## src/rtl/lsjd_pkg.sv

```systemverilog
// Purpose: shared constants and types for the logic, string and branch decoder
// Assumes: byte-wide instruction stream, one byte offered per handshake
// Notes: cycle figures are totals from first opcode byte accepted to done
package lsjd_pkg;
  // ---------------------------------------------------------------------------
  // opcode patterns (w bit masked, d bit too for or/xor; repeat and branch bytes matched whole)
  // ---------------------------------------------------------------------------
  localparam logic [7:0] LSJD_MASK_W = 8'hFE;
  localparam logic [7:0] LSJD_MASK_DW = 8'hFC;
  localparam logic [7:0] LSJD_OP_TEST_RM = 8'h84;
  localparam logic [7:0] LSJD_OP_GRP3 = 8'hF6;
  localparam logic [7:0] LSJD_OP_TEST_ACC = 8'hA8;
  localparam logic [7:0] LSJD_OP_OR_RM = 8'h08;
  localparam logic [7:0] LSJD_OP_XOR_RM = 8'h30;
  localparam logic [7:0] LSJD_OP_CMP_STR = 8'hA6;
  localparam logic [7:0] LSJD_OP_SCAN_STR = 8'hAE;
  localparam logic [7:0] LSJD_OP_LOAD_STR = 8'hAC;
  localparam logic [7:0] LSJD_OP_STORE_STR = 8'hAA;
  localparam logic [7:0] LSJD_OP_IN_STR = 8'h6C;
  localparam logic [7:0] LSJD_OP_OUT_STR = 8'h6E;
  localparam logic [7:0] LSJD_OP_LOOP = 8'hF2;
  localparam logic [7:0] LSJD_OP_LOOP_Z = 8'hF3;
  localparam logic [7:0] LSJD_OP_BR_SHORT = 8'hEB;
  localparam logic [7:0] LSJD_OP_BR_NEAR = 8'hE9;
  localparam logic [7:0] LSJD_OP_BR_FAR = 8'hEA;
  // ---------------------------------------------------------------------------
  // addressing byte fields
  // ---------------------------------------------------------------------------
  localparam int LSJD_MOD_HI = 7;
  localparam int LSJD_MOD_LO = 6;
  localparam int LSJD_MID_HI = 5;
  localparam int LSJD_MID_LO = 3;
  localparam logic [1:0] LSJD_MOD_REG = 2'h3;
  localparam logic [2:0] LSJD_MID_TEST = 3'h0;
  // ---------------------------------------------------------------------------
  // cycle costs
  // ---------------------------------------------------------------------------
  localparam logic [15:0] LSJD_CYC_RR = 16'h0003;
  localparam logic [15:0] LSJD_CYC_RM = 16'h000A;
  localparam logic [15:0] LSJD_CYC_IMM_R = 16'h0004;
  localparam logic [15:0] LSJD_CYC_IMM_M = 16'h000A;
  localparam logic [15:0] LSJD_CYC_ACC_B = 16'h0003;
  localparam logic [15:0] LSJD_CYC_ACC_W = 16'h0004;
  localparam logic [15:0] LSJD_CYC_CMP = 16'h0016;
  localparam logic [15:0] LSJD_CYC_SCAN = 16'h000F;
  localparam logic [15:0] LSJD_CYC_LOAD = 16'h000C;
  localparam logic [15:0] LSJD_CYC_STORE = 16'h000A;
  localparam logic [15:0] LSJD_CYC_PORT = 16'h000E;
  localparam logic [15:0] LSJD_CYC_BR = 16'h000E;
  localparam logic [15:0] LSJD_CYC_LOOP_CMP_BASE = 16'h0005;
  localparam logic [15:0] LSJD_CYC_ZERO = 16'h0000;
  localparam logic [15:0] LSJD_CYC_ONE = 16'h0001;
  // ---------------------------------------------------------------------------
  // types
  // ---------------------------------------------------------------------------
  typedef enum logic [3:0] {
    LSJD_K_NONE, LSJD_K_TEST_RM, LSJD_K_TEST_IMM, LSJD_K_TEST_ACC, LSJD_K_OR,
    LSJD_K_XOR, LSJD_K_CMP, LSJD_K_SCAN, LSJD_K_LOAD, LSJD_K_STORE,
    LSJD_K_IN, LSJD_K_OUT, LSJD_K_BR_SHORT, LSJD_K_BR_NEAR, LSJD_K_BR_FAR
  } lsjd_kind_t;

  typedef struct packed {
    lsjd_kind_t kind;
    logic word;
    logic to_reg;
    logic mem;
    logic looped;
    logic loop_z;
    logic [15:0] cycles;
  } lsjd_op_t;

  typedef enum logic [2:0] {
    LSJD_S_IDLE, LSJD_S_OPC, LSJD_S_MODRM, LSJD_S_BYTES, LSJD_S_EXEC, LSJD_S_DONE
  } lsjd_state_t;
endpackage

```

## src/rtl/lsjd_decoder.sv

```systemverilog
// Purpose: decode and time logic-test, or/xor, string and branch instructions
// Assumes: fetch offers bytes with valid/ready; count register value given at opcode
// Notes: done pulses once the instruction's full cycle cost has elapsed
`timescale 1ns/1ps
module lsjd_decoder
  import lsjd_pkg::*;
(
  input wire logic core_clk,
  input wire logic rst_b,
  input wire logic [7:0] byte_data,
  input wire logic byte_valid,
  output logic byte_ready,
  input wire logic [15:0] count_register,
  output logic busy,
  output logic done,
  output logic illegal,
  output lsjd_op_t op_info
);
  // ---------------------------------------------------------------------------
  // state
  // ---------------------------------------------------------------------------
  typedef struct packed {
    lsjd_state_t st;
    lsjd_op_t op;
    logic [2:0] left;
    logic [15:0] cnt;
    logic done;
    logic illegal;
  } lsjd_regs_t;

  lsjd_regs_t r_q;
  lsjd_regs_t r_d;

  lsjd_kind_t c_kind;
  logic c_word;
  logic c_to_reg;
  logic c_modrm;
  logic [2:0] c_imm;

  lsjd_classify u_cls (
    .opc(byte_data),
    .kind(c_kind),
    .word(c_word),
    .to_reg(c_to_reg),
    .has_modrm(c_modrm),
    .imm_fixed(c_imm)
  );

  function automatic logic is_string(input lsjd_kind_t k);
    is_string = (k == LSJD_K_CMP) || (k == LSJD_K_SCAN) || (k == LSJD_K_LOAD) ||
      (k == LSJD_K_STORE) || (k == LSJD_K_IN) || (k == LSJD_K_OUT);
  endfunction

  function automatic logic [15:0] base_cost(input lsjd_kind_t k, input logic w);
    case (k)
      LSJD_K_TEST_ACC: base_cost = w ? LSJD_CYC_ACC_W : LSJD_CYC_ACC_B;
      LSJD_K_CMP: base_cost = LSJD_CYC_CMP;
      LSJD_K_SCAN: base_cost = LSJD_CYC_SCAN;
      LSJD_K_LOAD: base_cost = LSJD_CYC_LOAD;
      LSJD_K_STORE: base_cost = LSJD_CYC_STORE;
      LSJD_K_IN: base_cost = LSJD_CYC_PORT;
      LSJD_K_OUT: base_cost = LSJD_CYC_PORT;
      LSJD_K_BR_SHORT: base_cost = LSJD_CYC_BR;
      LSJD_K_BR_NEAR: base_cost = LSJD_CYC_BR;
      LSJD_K_BR_FAR: base_cost = LSJD_CYC_BR;
      default: base_cost = LSJD_CYC_ZERO;
    endcase
  endfunction

  // ---------------------------------------------------------------------------
  // next state
  // ---------------------------------------------------------------------------
  logic take;
  logic [1:0] m_mod;
  logic [2:0] m_mid;
  logic [31:0] loop_cost;
  assign take = byte_valid && byte_ready;
  assign m_mod = byte_data[LSJD_MOD_HI:LSJD_MOD_LO];
  assign m_mid = byte_data[LSJD_MID_HI:LSJD_MID_LO];
  assign loop_cost = 32'(LSJD_CYC_LOOP_CMP_BASE) + 32'(LSJD_CYC_CMP) * 32'(count_register);

  always_comb begin
    r_d = r_q;
    r_d.done = 1'b0;
    r_d.illegal = 1'b0;
    case (r_q.st)
      LSJD_S_IDLE, LSJD_S_OPC: begin
        if (take) begin
          if (byte_data == LSJD_OP_LOOP || byte_data == LSJD_OP_LOOP_Z) begin
            r_d.op.looped = 1'b1;
            r_d.op.loop_z = byte_data[0];
            r_d.st = LSJD_S_OPC;
          end else if (c_kind == LSJD_K_NONE ||
                       (r_q.op.looped && !is_string(c_kind)) ||
                       (r_q.op.loop_z && c_kind != LSJD_K_CMP && c_kind != LSJD_K_SCAN)) begin
            r_d.illegal = 1'b1;
            r_d.op = '0;
            r_d.st = LSJD_S_IDLE;
          end else begin
            r_d.op.kind = c_kind;
            r_d.op.word = c_word;
            r_d.op.to_reg = c_to_reg;
            r_d.op.mem = 1'b0;
            r_d.op.cycles = base_cost(c_kind, c_word);
            if (r_q.op.looped && c_kind == LSJD_K_CMP) begin
              r_d.op.cycles = loop_cost[15:0];
            end
            r_d.left = c_imm;
            if (c_modrm) begin
              r_d.st = LSJD_S_MODRM;
            end else if (c_imm != 3'h0) begin
              r_d.st = LSJD_S_BYTES;
            end else begin
              r_d.st = LSJD_S_EXEC;
            end
            r_d.cnt = LSJD_CYC_ONE;
          end
        end
      end
      LSJD_S_MODRM: begin
        if (take) begin
          r_d.cnt = r_q.cnt + LSJD_CYC_ONE;
          r_d.op.mem = (m_mod != LSJD_MOD_REG);
          r_d.st = LSJD_S_EXEC;
          if (r_q.op.kind == LSJD_K_TEST_IMM) begin
            if (m_mid != LSJD_MID_TEST) begin
              r_d.illegal = 1'b1;
              r_d.op = '0;
              r_d.st = LSJD_S_IDLE;
            end else begin
              r_d.op.cycles = (m_mod != LSJD_MOD_REG) ? LSJD_CYC_IMM_M : LSJD_CYC_IMM_R;
              r_d.left = r_q.op.word ? 3'h2 : 3'h1;
              r_d.st = LSJD_S_BYTES;
            end
          end else begin
            r_d.op.cycles = (m_mod != LSJD_MOD_REG) ? LSJD_CYC_RM : LSJD_CYC_RR;
          end
        end
      end
      LSJD_S_BYTES: begin
        if (take) begin
          r_d.cnt = r_q.cnt + LSJD_CYC_ONE;
          r_d.left = r_q.left - 3'h1;
          if (r_q.left == 3'h1) begin
            // last byte may already use up the whole cost
            if (r_q.cnt + LSJD_CYC_ONE >= r_q.op.cycles) begin
              r_d.st = LSJD_S_DONE;
            end else begin
              r_d.st = LSJD_S_EXEC;
            end
          end
        end
      end
      LSJD_S_EXEC: begin
        r_d.cnt = r_q.cnt + LSJD_CYC_ONE;
        if (r_q.cnt + LSJD_CYC_ONE >= r_q.op.cycles) begin
          r_d.st = LSJD_S_DONE;
        end
      end
      LSJD_S_DONE: begin
        r_d.done = 1'b1;
        r_d.st = LSJD_S_IDLE;
        r_d.op.looped = 1'b0;
        r_d.op.loop_z = 1'b0;
      end
      default: r_d.st = LSJD_S_IDLE;
    endcase
  end

  always_ff @(posedge core_clk) begin
    if (!rst_b) begin
      r_q <= '0;
    end else begin
      r_q <= r_d;
    end
  end

  assign byte_ready = (r_q.st == LSJD_S_IDLE) || (r_q.st == LSJD_S_OPC) ||
    (r_q.st == LSJD_S_MODRM) || (r_q.st == LSJD_S_BYTES);
  assign busy = (r_q.st != LSJD_S_IDLE);
  assign done = r_q.done;
  assign illegal = r_q.illegal;
  assign op_info = r_q.op;

  // ---------------------------------------------------------------------------
  // checks
  // ---------------------------------------------------------------------------
  chk_branch_cost: assert property (@(posedge core_clk) disable iff (!rst_b)
    (r_q.st == LSJD_S_EXEC && r_q.op.kind == LSJD_K_BR_NEAR) |-> r_q.op.cycles == LSJD_CYC_BR)
    else $error("branch cost wrong");
  chk_cmp_cost: assert property (@(posedge core_clk) disable iff (!rst_b)
    (r_q.st == LSJD_S_EXEC && r_q.op.kind == LSJD_K_CMP && !r_q.op.looped) |->
    r_q.op.cycles == LSJD_CYC_CMP)
    else $error("compare cost wrong");
  chk_scan_cost: assert property (@(posedge core_clk) disable iff (!rst_b)
    (r_q.st == LSJD_S_EXEC && r_q.op.kind == LSJD_K_SCAN) |-> r_q.op.cycles == LSJD_CYC_SCAN)
    else $error("scan cost wrong");
  chk_load_cost: assert property (@(posedge core_clk) disable iff (!rst_b)
    (r_q.st == LSJD_S_EXEC && r_q.op.kind == LSJD_K_LOAD) |-> r_q.op.cycles == LSJD_CYC_LOAD)
    else $error("load cost wrong");
  chk_store_cost: assert property (@(posedge core_clk) disable iff (!rst_b)
    (r_q.st == LSJD_S_EXEC && r_q.op.kind == LSJD_K_STORE) |-> r_q.op.cycles == LSJD_CYC_STORE)
    else $error("store cost wrong");
  chk_port_cost: assert property (@(posedge core_clk) disable iff (!rst_b)
    (r_q.st == LSJD_S_EXEC && (r_q.op.kind == LSJD_K_IN || r_q.op.kind == LSJD_K_OUT)) |->
    r_q.op.cycles == LSJD_CYC_PORT)
    else $error("port string cost wrong");
  chk_acc_cost: assert property (@(posedge core_clk) disable iff (!rst_b)
    (r_q.st == LSJD_S_EXEC && r_q.op.kind == LSJD_K_TEST_ACC) |->
    r_q.op.cycles == (r_q.op.word ? LSJD_CYC_ACC_W : LSJD_CYC_ACC_B))
    else $error("accumulator test cost wrong");
  chk_done_pulse: assert property (@(posedge core_clk) disable iff (!rst_b)
    (r_q.st == LSJD_S_DONE) |=> (done && !busy))
    else $error("done not pulsed after execute");
  chk_rm_cost: assert property (@(posedge core_clk) disable iff (!rst_b)
    (r_q.st == LSJD_S_EXEC && (r_q.op.kind == LSJD_K_OR || r_q.op.kind == LSJD_K_XOR)) |->
    r_q.op.cycles == (r_q.op.mem ? LSJD_CYC_RM : LSJD_CYC_RR))
    else $error("or/xor cost wrong");
  chk_imm_cost: assert property (@(posedge core_clk) disable iff (!rst_b)
    (r_q.st == LSJD_S_BYTES && r_q.op.kind == LSJD_K_TEST_IMM) |->
    r_q.op.cycles == (r_q.op.mem ? LSJD_CYC_IMM_M : LSJD_CYC_IMM_R))
    else $error("immediate test cost wrong");
  chk_done_count: assert property (@(posedge core_clk) disable iff (!rst_b)
    (r_q.st == LSJD_S_DONE) |-> r_q.cnt == r_q.op.cycles)
    else $error("done reached off the cycle cost");
endmodule

```

## src/rtl/lsjd_classify.sv

```systemverilog
// Purpose: classify a first opcode byte into an instruction kind
// Assumes: prefix bytes are stripped by the caller
// Notes: purely combinational
`timescale 1ns/1ps
module lsjd_classify
  import lsjd_pkg::*;
(
  input wire logic [7:0] opc,
  output lsjd_kind_t kind,
  output logic word,
  output logic to_reg,
  output logic has_modrm,
  output logic [2:0] imm_fixed
);
  always_comb begin
    kind = LSJD_K_NONE;
    word = opc[0];
    to_reg = opc[1];
    has_modrm = 1'b0;
    imm_fixed = 3'h0;
    if ((opc & LSJD_MASK_W) == LSJD_OP_TEST_RM) begin
      kind = LSJD_K_TEST_RM;
      has_modrm = 1'b1;
    end else if ((opc & LSJD_MASK_W) == LSJD_OP_GRP3) begin
      kind = LSJD_K_TEST_IMM;
      has_modrm = 1'b1;
    end else if ((opc & LSJD_MASK_W) == LSJD_OP_TEST_ACC) begin
      kind = LSJD_K_TEST_ACC;
      imm_fixed = opc[0] ? 3'h2 : 3'h1;
    end else if ((opc & LSJD_MASK_DW) == LSJD_OP_OR_RM) begin
      kind = LSJD_K_OR;
      has_modrm = 1'b1;
    end else if ((opc & LSJD_MASK_DW) == LSJD_OP_XOR_RM) begin
      kind = LSJD_K_XOR;
      has_modrm = 1'b1;
    end else if ((opc & LSJD_MASK_W) == LSJD_OP_CMP_STR) begin
      kind = LSJD_K_CMP;
    end else if ((opc & LSJD_MASK_W) == LSJD_OP_SCAN_STR) begin
      kind = LSJD_K_SCAN;
    end else if ((opc & LSJD_MASK_W) == LSJD_OP_LOAD_STR) begin
      kind = LSJD_K_LOAD;
    end else if ((opc & LSJD_MASK_W) == LSJD_OP_STORE_STR) begin
      kind = LSJD_K_STORE;
    end else if ((opc & LSJD_MASK_W) == LSJD_OP_IN_STR) begin
      kind = LSJD_K_IN;
    end else if ((opc & LSJD_MASK_W) == LSJD_OP_OUT_STR) begin
      kind = LSJD_K_OUT;
    end else if (opc == LSJD_OP_BR_SHORT) begin
      kind = LSJD_K_BR_SHORT;
      imm_fixed = 3'h1;
    end else if (opc == LSJD_OP_BR_NEAR) begin
      kind = LSJD_K_BR_NEAR;
      imm_fixed = 3'h2;
    end else if (opc == LSJD_OP_BR_FAR) begin
      kind = LSJD_K_BR_FAR;
      imm_fixed = 3'h4;
    end
  end
endmodule

```

## config.mk

```make
export PLATFORM = sky130hd
export DESIGN_NAME = lsjd_decoder
export DESIGN_NICKNAME = d
export VERILOG_FILES = /design/src/rtl/lsjd_pkg.sv /design/src/rtl/lsjd_decoder.sv /design/src/rtl/lsjd_classify.sv
export SDC_FILE = /design/constraint.sdc
export NUM_CORES = 1
export LEC_CHECK = 0
export CORE_MARGIN = 5
export CORE_UTILIZATION = 42
export DETAILED_ROUTE_END_ITERATION = 16
export DONT_BUFFER_PORTS = 1
export PLACE_DENSITY = 0.68
export SLEW_MARGIN = 20
export SYNTH_ARGS = -nofsm -noshare
export SYNTH_HDL_FRONTEND = slang
export SYNTH_HIERARCHICAL = 1
export SYNTH_SLANG_ARGS = --single-unit
```

## constraint.sdc

```tcl
create_clock -name core_clk -period 4.3 [get_ports core_clk]
set_input_delay 0.215 -clock core_clk [delete_from_list [all_inputs] [get_ports core_clk]]
set_output_delay 0.215 -clock core_clk [all_outputs]
set_load 0.05 [all_outputs]
```

==> flow_summary.yaml, run 1 <==
clocking:
  ctsHoldBuffers: 0
  clk_pin_slew_ns: 0.07
  cts_tree: "done"
  ctsHtreeMaxLevel: 2
  cts.sinks: 49
  clockRootBuffer: "clkbuf_16"
  ctsResizeCount: 0
  clk_path_buf_depth: 2
  cts_post_setup_buffers_inserted: 0
  clk-insertion-delay-late_ns: 0.29
  numCtsBuffers: 5
run:
  cap_violations: 0
setup_path:
  reg2reg_from: "op_info[22]"
  end_kind: "flop"
  cp-endpoint: "op_info[3]"
  cp_max_fo: 9
  r2r-end: "op_info[3]"
  path_depth: 7
  required_ns: 4.49
  critPathKind: "flop to flop"
  crit_start: "op_info[22]"
  cp_slowest_cell: "nor4b_1"
  r2r.worst_path.cells: 7
  cp.arrival_ns: 3.31
  critPathMaxStageDelay_ns: 0.70
  path_buf_inv: 0
  rrSetupSlack_ns: 1.19
  worstSetupStartpointType: "flop"
  path_cells: "nor4b_1, nand2_1, nor3_1, o21ai_2, nor2_1, nand3_1, a31oi_1"
  path_delay_family: "simple AND/OR/NAND/NOR gates"
synth:
  syn_area_per_cell_um2: 7.68
  synth_warnings: 6
  synth-async-reset-ratio_pct: 0
  ys_ff_latch: 49
  yosysSeqAreaShare_pct: 19.5
  synth_ff_type: "dfxtp_1"
  synth-edff-count: 0
  synth.distinct_cells: 81
  syn-cell-area_um2: 5040
  synth_fp_nets: 740
  synth_cells: 656
power_and_ir_drop:
  p_leak_nw: 1.99
  ir_worst_vdd_mv: 0.147
  power_density_nw_per_um2: 284
die:
  num_rows: 40
  core_area_um2: 11900
  fp.dieArea_um2: 14300
  die_width_um: 120
  initial_core_util_pct: 42.3
  top_level_ports: 56
  die_h_um: 120
placement:
  gp_congestion: 0.864
  portBuffers: 0
  dpl.hpwl_mm: 9.14
  dp_slack_ns: 0.973
  placed_area_um2: 4900
sta:
  rsz0062_at_grt: "no"
  period_share_pct: 72.4
  skew_ns: 0.00512
  worst_pin_slew_ns: 0.867
  drv_slew: 0
  finalSetupViolations: 0
  setup_tns_ns: 0
  maxSlewHeadroom_pct: 41.8
  setup_ws_ns: 1.19
  hold_viol_final: 0
  fmax_ghz: 0.321
  fin_crit_ns: 3.11
status:
  status: "complete, no violations"
global_routing:
  grt_pass1_vias: 4026
  grt_max_degree: 30
  grt_use_total_pct: 16.0
  grt_pass1_wl_mm: 19.3
  overflow: 0
  antenna_found_initial: 0
route:
  drtPass1Iterations: 5
  drc: 0
  vias_per_cell: 5.66
  ant_nets: 0
  route.vias.total: 4304
  routed_wl_mm: 11.5
  routedWlPerCell_um: 15.1
  drt_iter0_markers: 233
layout:
  drive_above_1_share_pct: 6.51
  areaGrowthSynthToFinish_pct: 0.149
  antenna_cells: 0
  fillers: 1193
  postLayoutCoreUtil_pct: 42.4
  stdcell_area_um2: 5050
  nets: 697
hold_path:
  holdCritPathClass: "primary input to flop"
-- synth_stat cells, drive strengths merged, types with 6 or more instances --
library cell   n  share of area, %
nor4           8               1.4
buf           37               5.4
a21o           8               1.2
ha            46                11
xor2          16               2.8
nor3          22               2.4
clkbuf        16               1.2
a22oi         14               2.1
nor2b          7               1.0
nand4          8               1.1
nand2         44               3.3
a31oi          7              0.87
fa            11               4.4
or3            7              0.97
o21ai         38               3.8
nor2          53               4.0
inv           75               5.6
nor3b          7               1.3
dfxtp         49                19
nand2b         6              0.74
nand3         33               3.4
a21oi         46               4.6
o2111ai        6               1.2
xnor2         21               3.6
-- per-layer routing --
| layer | global-route usage (%) | share of wire (%) | up-vias |
|---|---|---|---|
| met5 | 0 | 0 | - |
| met4 | 3.08 | 1.2 | 0 |
| met3 | 2.83 | 5.3 | 14 |
| met2 | 28.3 | 48 | 119 |
| met1 | 20.4 | 46 | 1983 |
| li1 | - | - | 2188 |
-- layout make-up --
class	count	area [µm²]	share of cell area, %
clock inverters	3	17.5	0.347
repair buffers	4	30.0	0.595
clock buffers	5	125	2.48
multi-input cells	477	3420	67.8
flip-flops and latches	49	981	19.4
inverters	76	285	5.65
well taps	147	184	3.64
-- cell usage in the layout (no fill, tap or decap), types with 4 or more instances in the layout --
master,instances
a21oi_1,46
a211oi_1,4
a31oi_1,7
o21ai_0,29
a21o_1,8
or3_1,6
nor4_1,5
o2111ai_1,5
dfxtp_1,49
buf_4,4
nand3b_1,4
nor2_1,52
fa_1,11
xor2_1,16
nor2b_1,6
o211ai_1,4
nand3_1,32
nor4b_1,4
a22oi_1,14
and3_1,4
nor3b_1,6
and2_1,4
ha_1,46
xnor2_1,21
nand2_1,43
nand2b_1,6
clkbuf_16,5
nor3_1,21
nand4_1,7
o21ai_1,8
inv_1,74
-- worst min path at each step --
stage | start | endpoint | slack, ns | depth (start not counted)
floorplan | rst_b | r_q[48] | 0.36 | 2
global placement | byte_data[0] | op_info[20] | 0.37 | 2
detailed placement | rst_b | r_q[48] | 0.38 | 2
CTS | byte_data[0] | op_info[16] | 0.07 | 2
global route | rst_b | op_info[13] | 0.09 | 2
finish | rst_b | r_q[48] | 0.08 | 2
-- sequential cells by signal, indices dropped and copies added, names as in the netlist --
name / cells
op_info: 25
r_q: 22
done: 1
illegal: 1
-- cells by family after synthesis --
family          synth area share [%]
compound gates                  20.3
buf+inv                         12.6
simple gates                    25.2
flops                           19.5
mux                            0.199
fa+ha+maj                       15.8
xor+xnor                        6.43
-- through the flow --
| stage | total power [mW] | instances | hold slack [ns] |
|---|---|---|---|
| 2_1_floorplan | 0.978 | 656 | 0.359 |
| 3_3_place_gp | 1.04 | 753 | 0.370 |
| 3_5_place_dp | 1.06 | 753 | 0.375 |
| 4_1_cts | 1.45 | 761 | 0.0725 |
| 5_1_grt | 1.54 | 761 | 0.0906 |
| 6_report | 1.44 | 761 | 0.0773 |
-- power by group --
group	internal, mW	leakage, nW	total [mW]	switching, mW
clock	0.214	0.0696	0.387	0.174
combinational	0.235	1.53	0.574	0.339
sequential	0.459	0.395	0.474	0.0151
total	0.907	1.99	1.44	0.528
Power figures use the tool's default switching activity.
==> run 2, diff against run 1 <==
==> constraint.sdc (replaced) <==
create_clock -name core_clk -period 3.1 [get_ports core_clk]
set_input_delay 0.155 -clock core_clk [delete_from_list [all_inputs] [get_ports core_clk]]
set_output_delay 0.155 -clock core_clk [all_outputs]
set_load 0.05 [all_outputs]
==> run 2 against run 1 <==
Effect of this change:
- sequential power grew 38%
- combinational power grew 52%
- final cell count grew 5.1%
- clock-buffer cell count grew 2
- global-route usage grew 0.77 points
- maximum frequency grew 8.8%
- final area grew 6.4%
- hold slack lost 0.062 ns
- clock skew grew 0.0016 ns
- sequential cell count is the same
- critical path type unchanged
- critical endpoint is now r_q[46]
- largest cell class unchanged
==> flow_summary.yaml, run 2 (synthesized netlist as in run 1, its figures left out) <==
die:
  num_rows: 40
  core_area_um2: 11900
  die_width_um: 120
  initial_core_util_pct: 42.3
  die_h_um: 120
  fp.dieArea_um2: 14300
  top_level_ports: 56
global_routing:
  grt_pass1_vias: 4401
  grt_max_degree: 33
  overflow: 0
  grt_pass1_wl_mm: 20.3
  grt_use_total_pct: 16.7
  antenna_found_initial: 0
setup_path:
  worstSetupStartpointType: "flop"
  critPathKind: "flop to flop"
  end_kind: "flop"
  cp.arrival_ns: 3.04
  cp_max_fo: 6
  path_delay_family: "simple AND/OR/NAND/NOR gates"
  path_cells: "ha_1, and3_1, nand3_1, nor4_2, nand3_1, xnor2_1, ha_1, a21o_1, a21oi_1, o211ai_1, a22o_1"
  path_buf_inv: 0
  critPathMaxStageDelay_ns: 0.44
  cp_slowest_cell: "dfxtp_1"
  required_ns: 3.28
run:
  cap_violations: 0
clocking:
  ctsResizeCount: 0
  ctsHtreeMaxLevel: 2
  numCtsBuffers: 5
  cts.sinks: 49
  clk_pin_slew_ns: 0.07
  cts_tree: "done"
  clk_path_buf_depth: 2
  clk-insertion-delay-late_ns: 0.29
  ctsHoldBuffers: 0
  clockRootBuffer: "clkbuf_16"
  cts_post_setup_buffers_inserted: 0
placement:
  portBuffers: 0
  gp_congestion: 0.911
  dpl.hpwl_mm: 9.47
  placed_area_um2: 5200
sta:
  fmax_ghz: 0.350
  period_share_pct: 92.3
  finalSetupViolations: 0
  worst_pin_slew_ns: 0.626
  rsz0062_at_grt: "no"
  skew_ns: 0.00669
  drv_slew: 0
  fin_crit_ns: 2.86
  maxSlewHeadroom_pct: 58.2
  hold_viol_final: 0
power_and_ir_drop:
  power_density_nw_per_um2: 403
  p_leak_nw: 2.21
  power_mw: 2.16
  ir_worst_vdd_mv: 0.189
route:
  vias_per_cell: 5.63
  drtPass1Iterations: 5
  drt_iter0_markers: 372
  route.vias.total: 4502
  ant_nets: 0
  drc: 0
  routed_wl_mm: 12.1
  routedWlPerCell_um: 15.1
layout:
  largest_reg_flops: 25
  layout_commonest_cell: "inv_1"
  stdcell_area_um2: 5370
  areaGrowthSynthToFinish_pct: 6.55
  drive_above_1_share_pct: 11.9
  postLayoutCoreUtil_pct: 45.1
  final_cell_mix: "74 x inv_1, 52 x nor2_1, 49 x dfxtp_1, 46 x a21oi_1, 46 x ha_1"
  nets: 736
  antenna_cells: 0
hold_path:
  holdCritPathClass: "primary input to flop"
status:
  status: "complete, no violations"
[run 2: worst paths after layout]
| check | from | endpoint | slack, ns | cells past startpoint |
|---|---|---|---|---|
| setup / recovery | r_q[2] | r_q[46] | 0.24 | 11 |
| hold / removal | rst_b | r_q[48] | 0.01 | 2 |
| setup reg to reg | r_q[2] | r_q[46] | 0.24 | 11 |
| hold reg to reg | r_q[17] | r_q[17] | 0.48 | 2 |
[run 2: layout make-up]
| type | instances | area [µm²] |
|---|---|---|
| clock buffer | 7 | 143 |
| clock inverter | 1 | 30.0 |
| fill | 1183 | 6540 |
| inverter | 76 | 285 |
| multi-input combinational | 477 | 3420 |
| sequential | 49 | 981 |
| tap | 147 | 184 |
| timing repair buffer | 43 | 323 |
[run 2: metrics by stage]
step | setup TNS (ns) | instances | worst slack [ns] | hold WS (ns)
after detailed placement | -0.0565 | 792 | -0.0301 | 0.312
after floorplan | 0 | 656 | 0.0705 | 0.299
after global routing | 0 | 800 | 0.0118 | 0.0180
final | 0 | 800 | 0.239 | 0.0148
after global placement | 0 | 792 | 0.0398 | 0.316
after CTS | 0 | 800 | 0.244 | 0.00981
[run 2: routing by layer]
metal / wire length, µm / up-vias / global-route usage (%)
met1: 5360 / 2079 / 21.3
met3: 768 / 17 / 2.64
met2: 5750 / 136 / 29.4
met4: 208 / 0 / 4.37
li1: - / 2270 / -
met5: 0 / - / 0
[run 2: where the power goes]
| part | internal (mW) | total [mW] | switching [mW] | leakage (nW) |
|---|---|---|---|---|
| Clock | 0.403 | 0.638 | 0.235 | 0.0841 |
| Sequential | 0.636 | 0.653 | 0.0166 | 0.395 |
| Combinational | 0.378 | 0.873 | 0.495 | 1.73 |
| Total | 1.42 | 2.16 | 0.746 | 2.21 |
[run 2: worst register-to-register path, cell delays in order, from the launching register on]
cell and delay [ns]:
dfxtp_1 0.44, ha_1 0.22, and3_1 0.21, nand3_1 0.15, nor4_2 0.32, nand3_1 0.17
xnor2_1 0.16, ha_1 0.29, a21o_1 0.17, a21oi_1 0.24, o211ai_1 0.15, a22o_1 0.23
==> run 3, diff against run 2 <==
--- a/config.mk
+++ b/config.mk
@@ -10,6 +10,7 @@
 export DETAILED_ROUTE_END_ITERATION = 16
 export DONT_BUFFER_PORTS = 1
 export PLACE_DENSITY = 0.68
+export RECOVER_POWER = 25
 export SLEW_MARGIN = 20
 export SYNTH_ARGS = -nofsm -noshare
 export SYNTH_HDL_FRONTEND = slang
==> run 3 against run 2 <==
Effect of this change:
- hold slack worse by 0.0034 ns
- via count is 0.16% higher
- die area stayed put
- clock power hardly changed
- clock skew is 0.0010 ns higher
- routed wire length hardly changed
- largest cell class unchanged
- worst setup slack worse by 0.0018 ns
- clock-buffer cell count stayed put
- maximum frequency hardly changed
- critical endpoint unchanged
- core utilization is 0.44 points lower
- global-route usage stayed put
==> flow_summary.yaml, run 3 (synthesized netlist as in run 1, its figures left out) <==
die:
  die_width_um: 120
  fp.dieArea_um2: 14300
  num_rows: 40
  die_h_um: 120
  core_area_um2: 11900
  top_level_ports: 56
  initial_core_util_pct: 42.3
status:
  status: "complete, no violations"
setup_path:
  r2r-end: "r_q[46]"
  crit_start: "r_q[2]"
  cp.arrival_ns: 3.04
  required_ns: 3.28
  cp-endpoint: "r_q[46]"
  end_kind: "flop"
  r2r.worst_path.cells: 11
  cp_max_fo: 6
  critPathKind: "flop to flop"
  rrSetupSlack_ns: 0.24
  worstSetupStartpointType: "flop"
  reg2reg_from: "r_q[2]"
power_and_ir_drop:
  switching_share_pct: 34.5
  power_density_nw_per_um2: 407
  power_frac_seq_pct: 30.2
  ir_worst_vdd_mv: 0.194
  p_leak_nw: 2.15
  power_frac_comb_pct: 40.3
  p_clk_share_pct: 29.6
  internal-power_mw: 1.42
  p_switching_uw: 747
sta:
  rsz0062_at_grt: "no"
  skew_ns: 0.00771
  maxSlewHeadroom_pct: 42.0
  drv_slew: 0
  worst_pin_slew_ns: 0.870
  hold_viol_final: 0
  period_share_pct: 92.3
  fin_crit_ns: 2.86
  fmax_ghz: 0.349
  finalSetupViolations: 0
  whs_ns: 0.0114
placement:
  dpl.hpwl_mm: 9.47
  portBuffers: 0
  dp.cells: 792
  gp_congestion: 0.911
global_routing:
  antenna_found_initial: 0
  grt_pass1_vias: 4401
  grt_max_degree: 33
  overflow: 0
  grt_use_total_pct: 16.7
  grt_pass1_wl_mm: 20.3
clocking:
  clk_pin_slew_ns: 0.07
  clockRootBuffer: "clkbuf_16"
  clk-insertion-delay-late_ns: 0.29
  clk_path_buf_depth: 2
  cts.sinks: 49
  ctsResizeCount: 0
  cts_tree: "done"
  ctsHtreeMaxLevel: 2
  numCtsBuffers: 5
  cts_post_setup_buffers_inserted: 0
  ctsHoldBuffers: 0
layout:
  final_cells: 800
  final_cell_mix: "74 x inv_1, 52 x nor2_1, 49 x dfxtp_1, 46 x a21oi_1, 46 x ha_1"
  fillers: 1195
  layout_commonest_cell: "inv_1"
  drive_above_1_share_pct: 9.80
  antenna_cells: 0
  postLayoutCoreUtil_pct: 44.6
  nets: 736
  areaGrowthSynthToFinish_pct: 5.51
  largest_reg_flops: 25
route:
  vias_per_cell: 5.64
  drtPass1Iterations: 5
  route.vias.total: 4509
  routed_wl_mm: 12.1
  ant_nets: 0
  routedWlPerCell_um: 15.1
  drc: 0
  drt_iter0_markers: 348
hold_path:
  holdCritPathClass: "primary input to flop"
run:
  cap_violations: 0
-- run 3: cell types whose count changed in the layout (fill, tap and decap cells not counted) --
cell | previous run | this run
buf_4 | 43 | 29
clkbuf_1 | 1 | 15
-- run 3: layout make-up --
cell class / instances / area [µm²] / area share, %
Clock buffer: 7 / 143 / 2.68
Clock inverter: 1 / 30.0 / 0.565
Inverter: 76 / 285 / 5.36
Multi-Input combinational cell: 477 / 3420 / 64.4
Sequential cell: 49 / 981 / 18.4
Tap cell: 147 / 184 / 3.46
Timing Repair Buffer: 43 / 270 / 5.08
-- run 3: power groups by stage --
stage          clock network (mW)  logic, mW  registers, mW
6_report                    0.640      0.871          0.653
2_1_floorplan                   0      0.697          0.659
4_1_cts                     0.645      0.872          0.653
5_1_grt                     0.666      0.971          0.654
3_5_place_dp                    0      0.866          0.667
3_3_place_gp                    0      0.840          0.667
-- run 3: metal layers --
layer / global-route usage, % / part of all wire (%) / vias up
met3: 2.64 / 6.3 / 18
met2: 29.4 / 48 / 156
met5: 0 / 0 / -
li1: - / - / 2267
met4: 4.37 / 1.8 / 0
met1: 21.3 / 44 / 2068
-- run 3: worst max-delay path, stage by stage, from the launching register on --
cell	delay, ns
dfxtp_1	0.44
ha_1	0.22
and3_1	0.21
nand3_1	0.15
nor4_2	0.32
nand3_1	0.17
xnor2_1	0.16
ha_1	0.29
a21o_1	0.16
a21oi_1	0.25
o211ai_1	0.15
a22o_1	0.23
-- run 3: per-stage QoR --
step | power, mW | worst slack (ns) | cell area (µm²) | setup TNS [ns]
finish | 2.16 | 0.237 | 5320 | 0
global route | 2.29 | 0.0118 | 5320 | 0
CTS | 2.17 | 0.244 | 5370 | 0
detailed placement | 1.53 | -0.0301 | 5200 | -0.0565
global placement | 1.51 | 0.0398 | 5200 | 0
floorplan | 1.36 | 0.0705 | 5040 | 0
-- run 3: how the worst min path moves through the flow --
stage	from	end	slack, ns	cells past startpoint
2_1_floorplan	rst_b	r_q[48]	0.30	2
3_3_place_gp	rst_b	r_q[48]	0.32	2
3_5_place_dp	rst_b	r_q[48]	0.31	2
4_1_cts	rst_b	r_q[48]	0.01	2
5_1_grt	byte_data[0]	op_info[16]	0.02	2
6_report	rst_b	r_q[48]	0.01	2
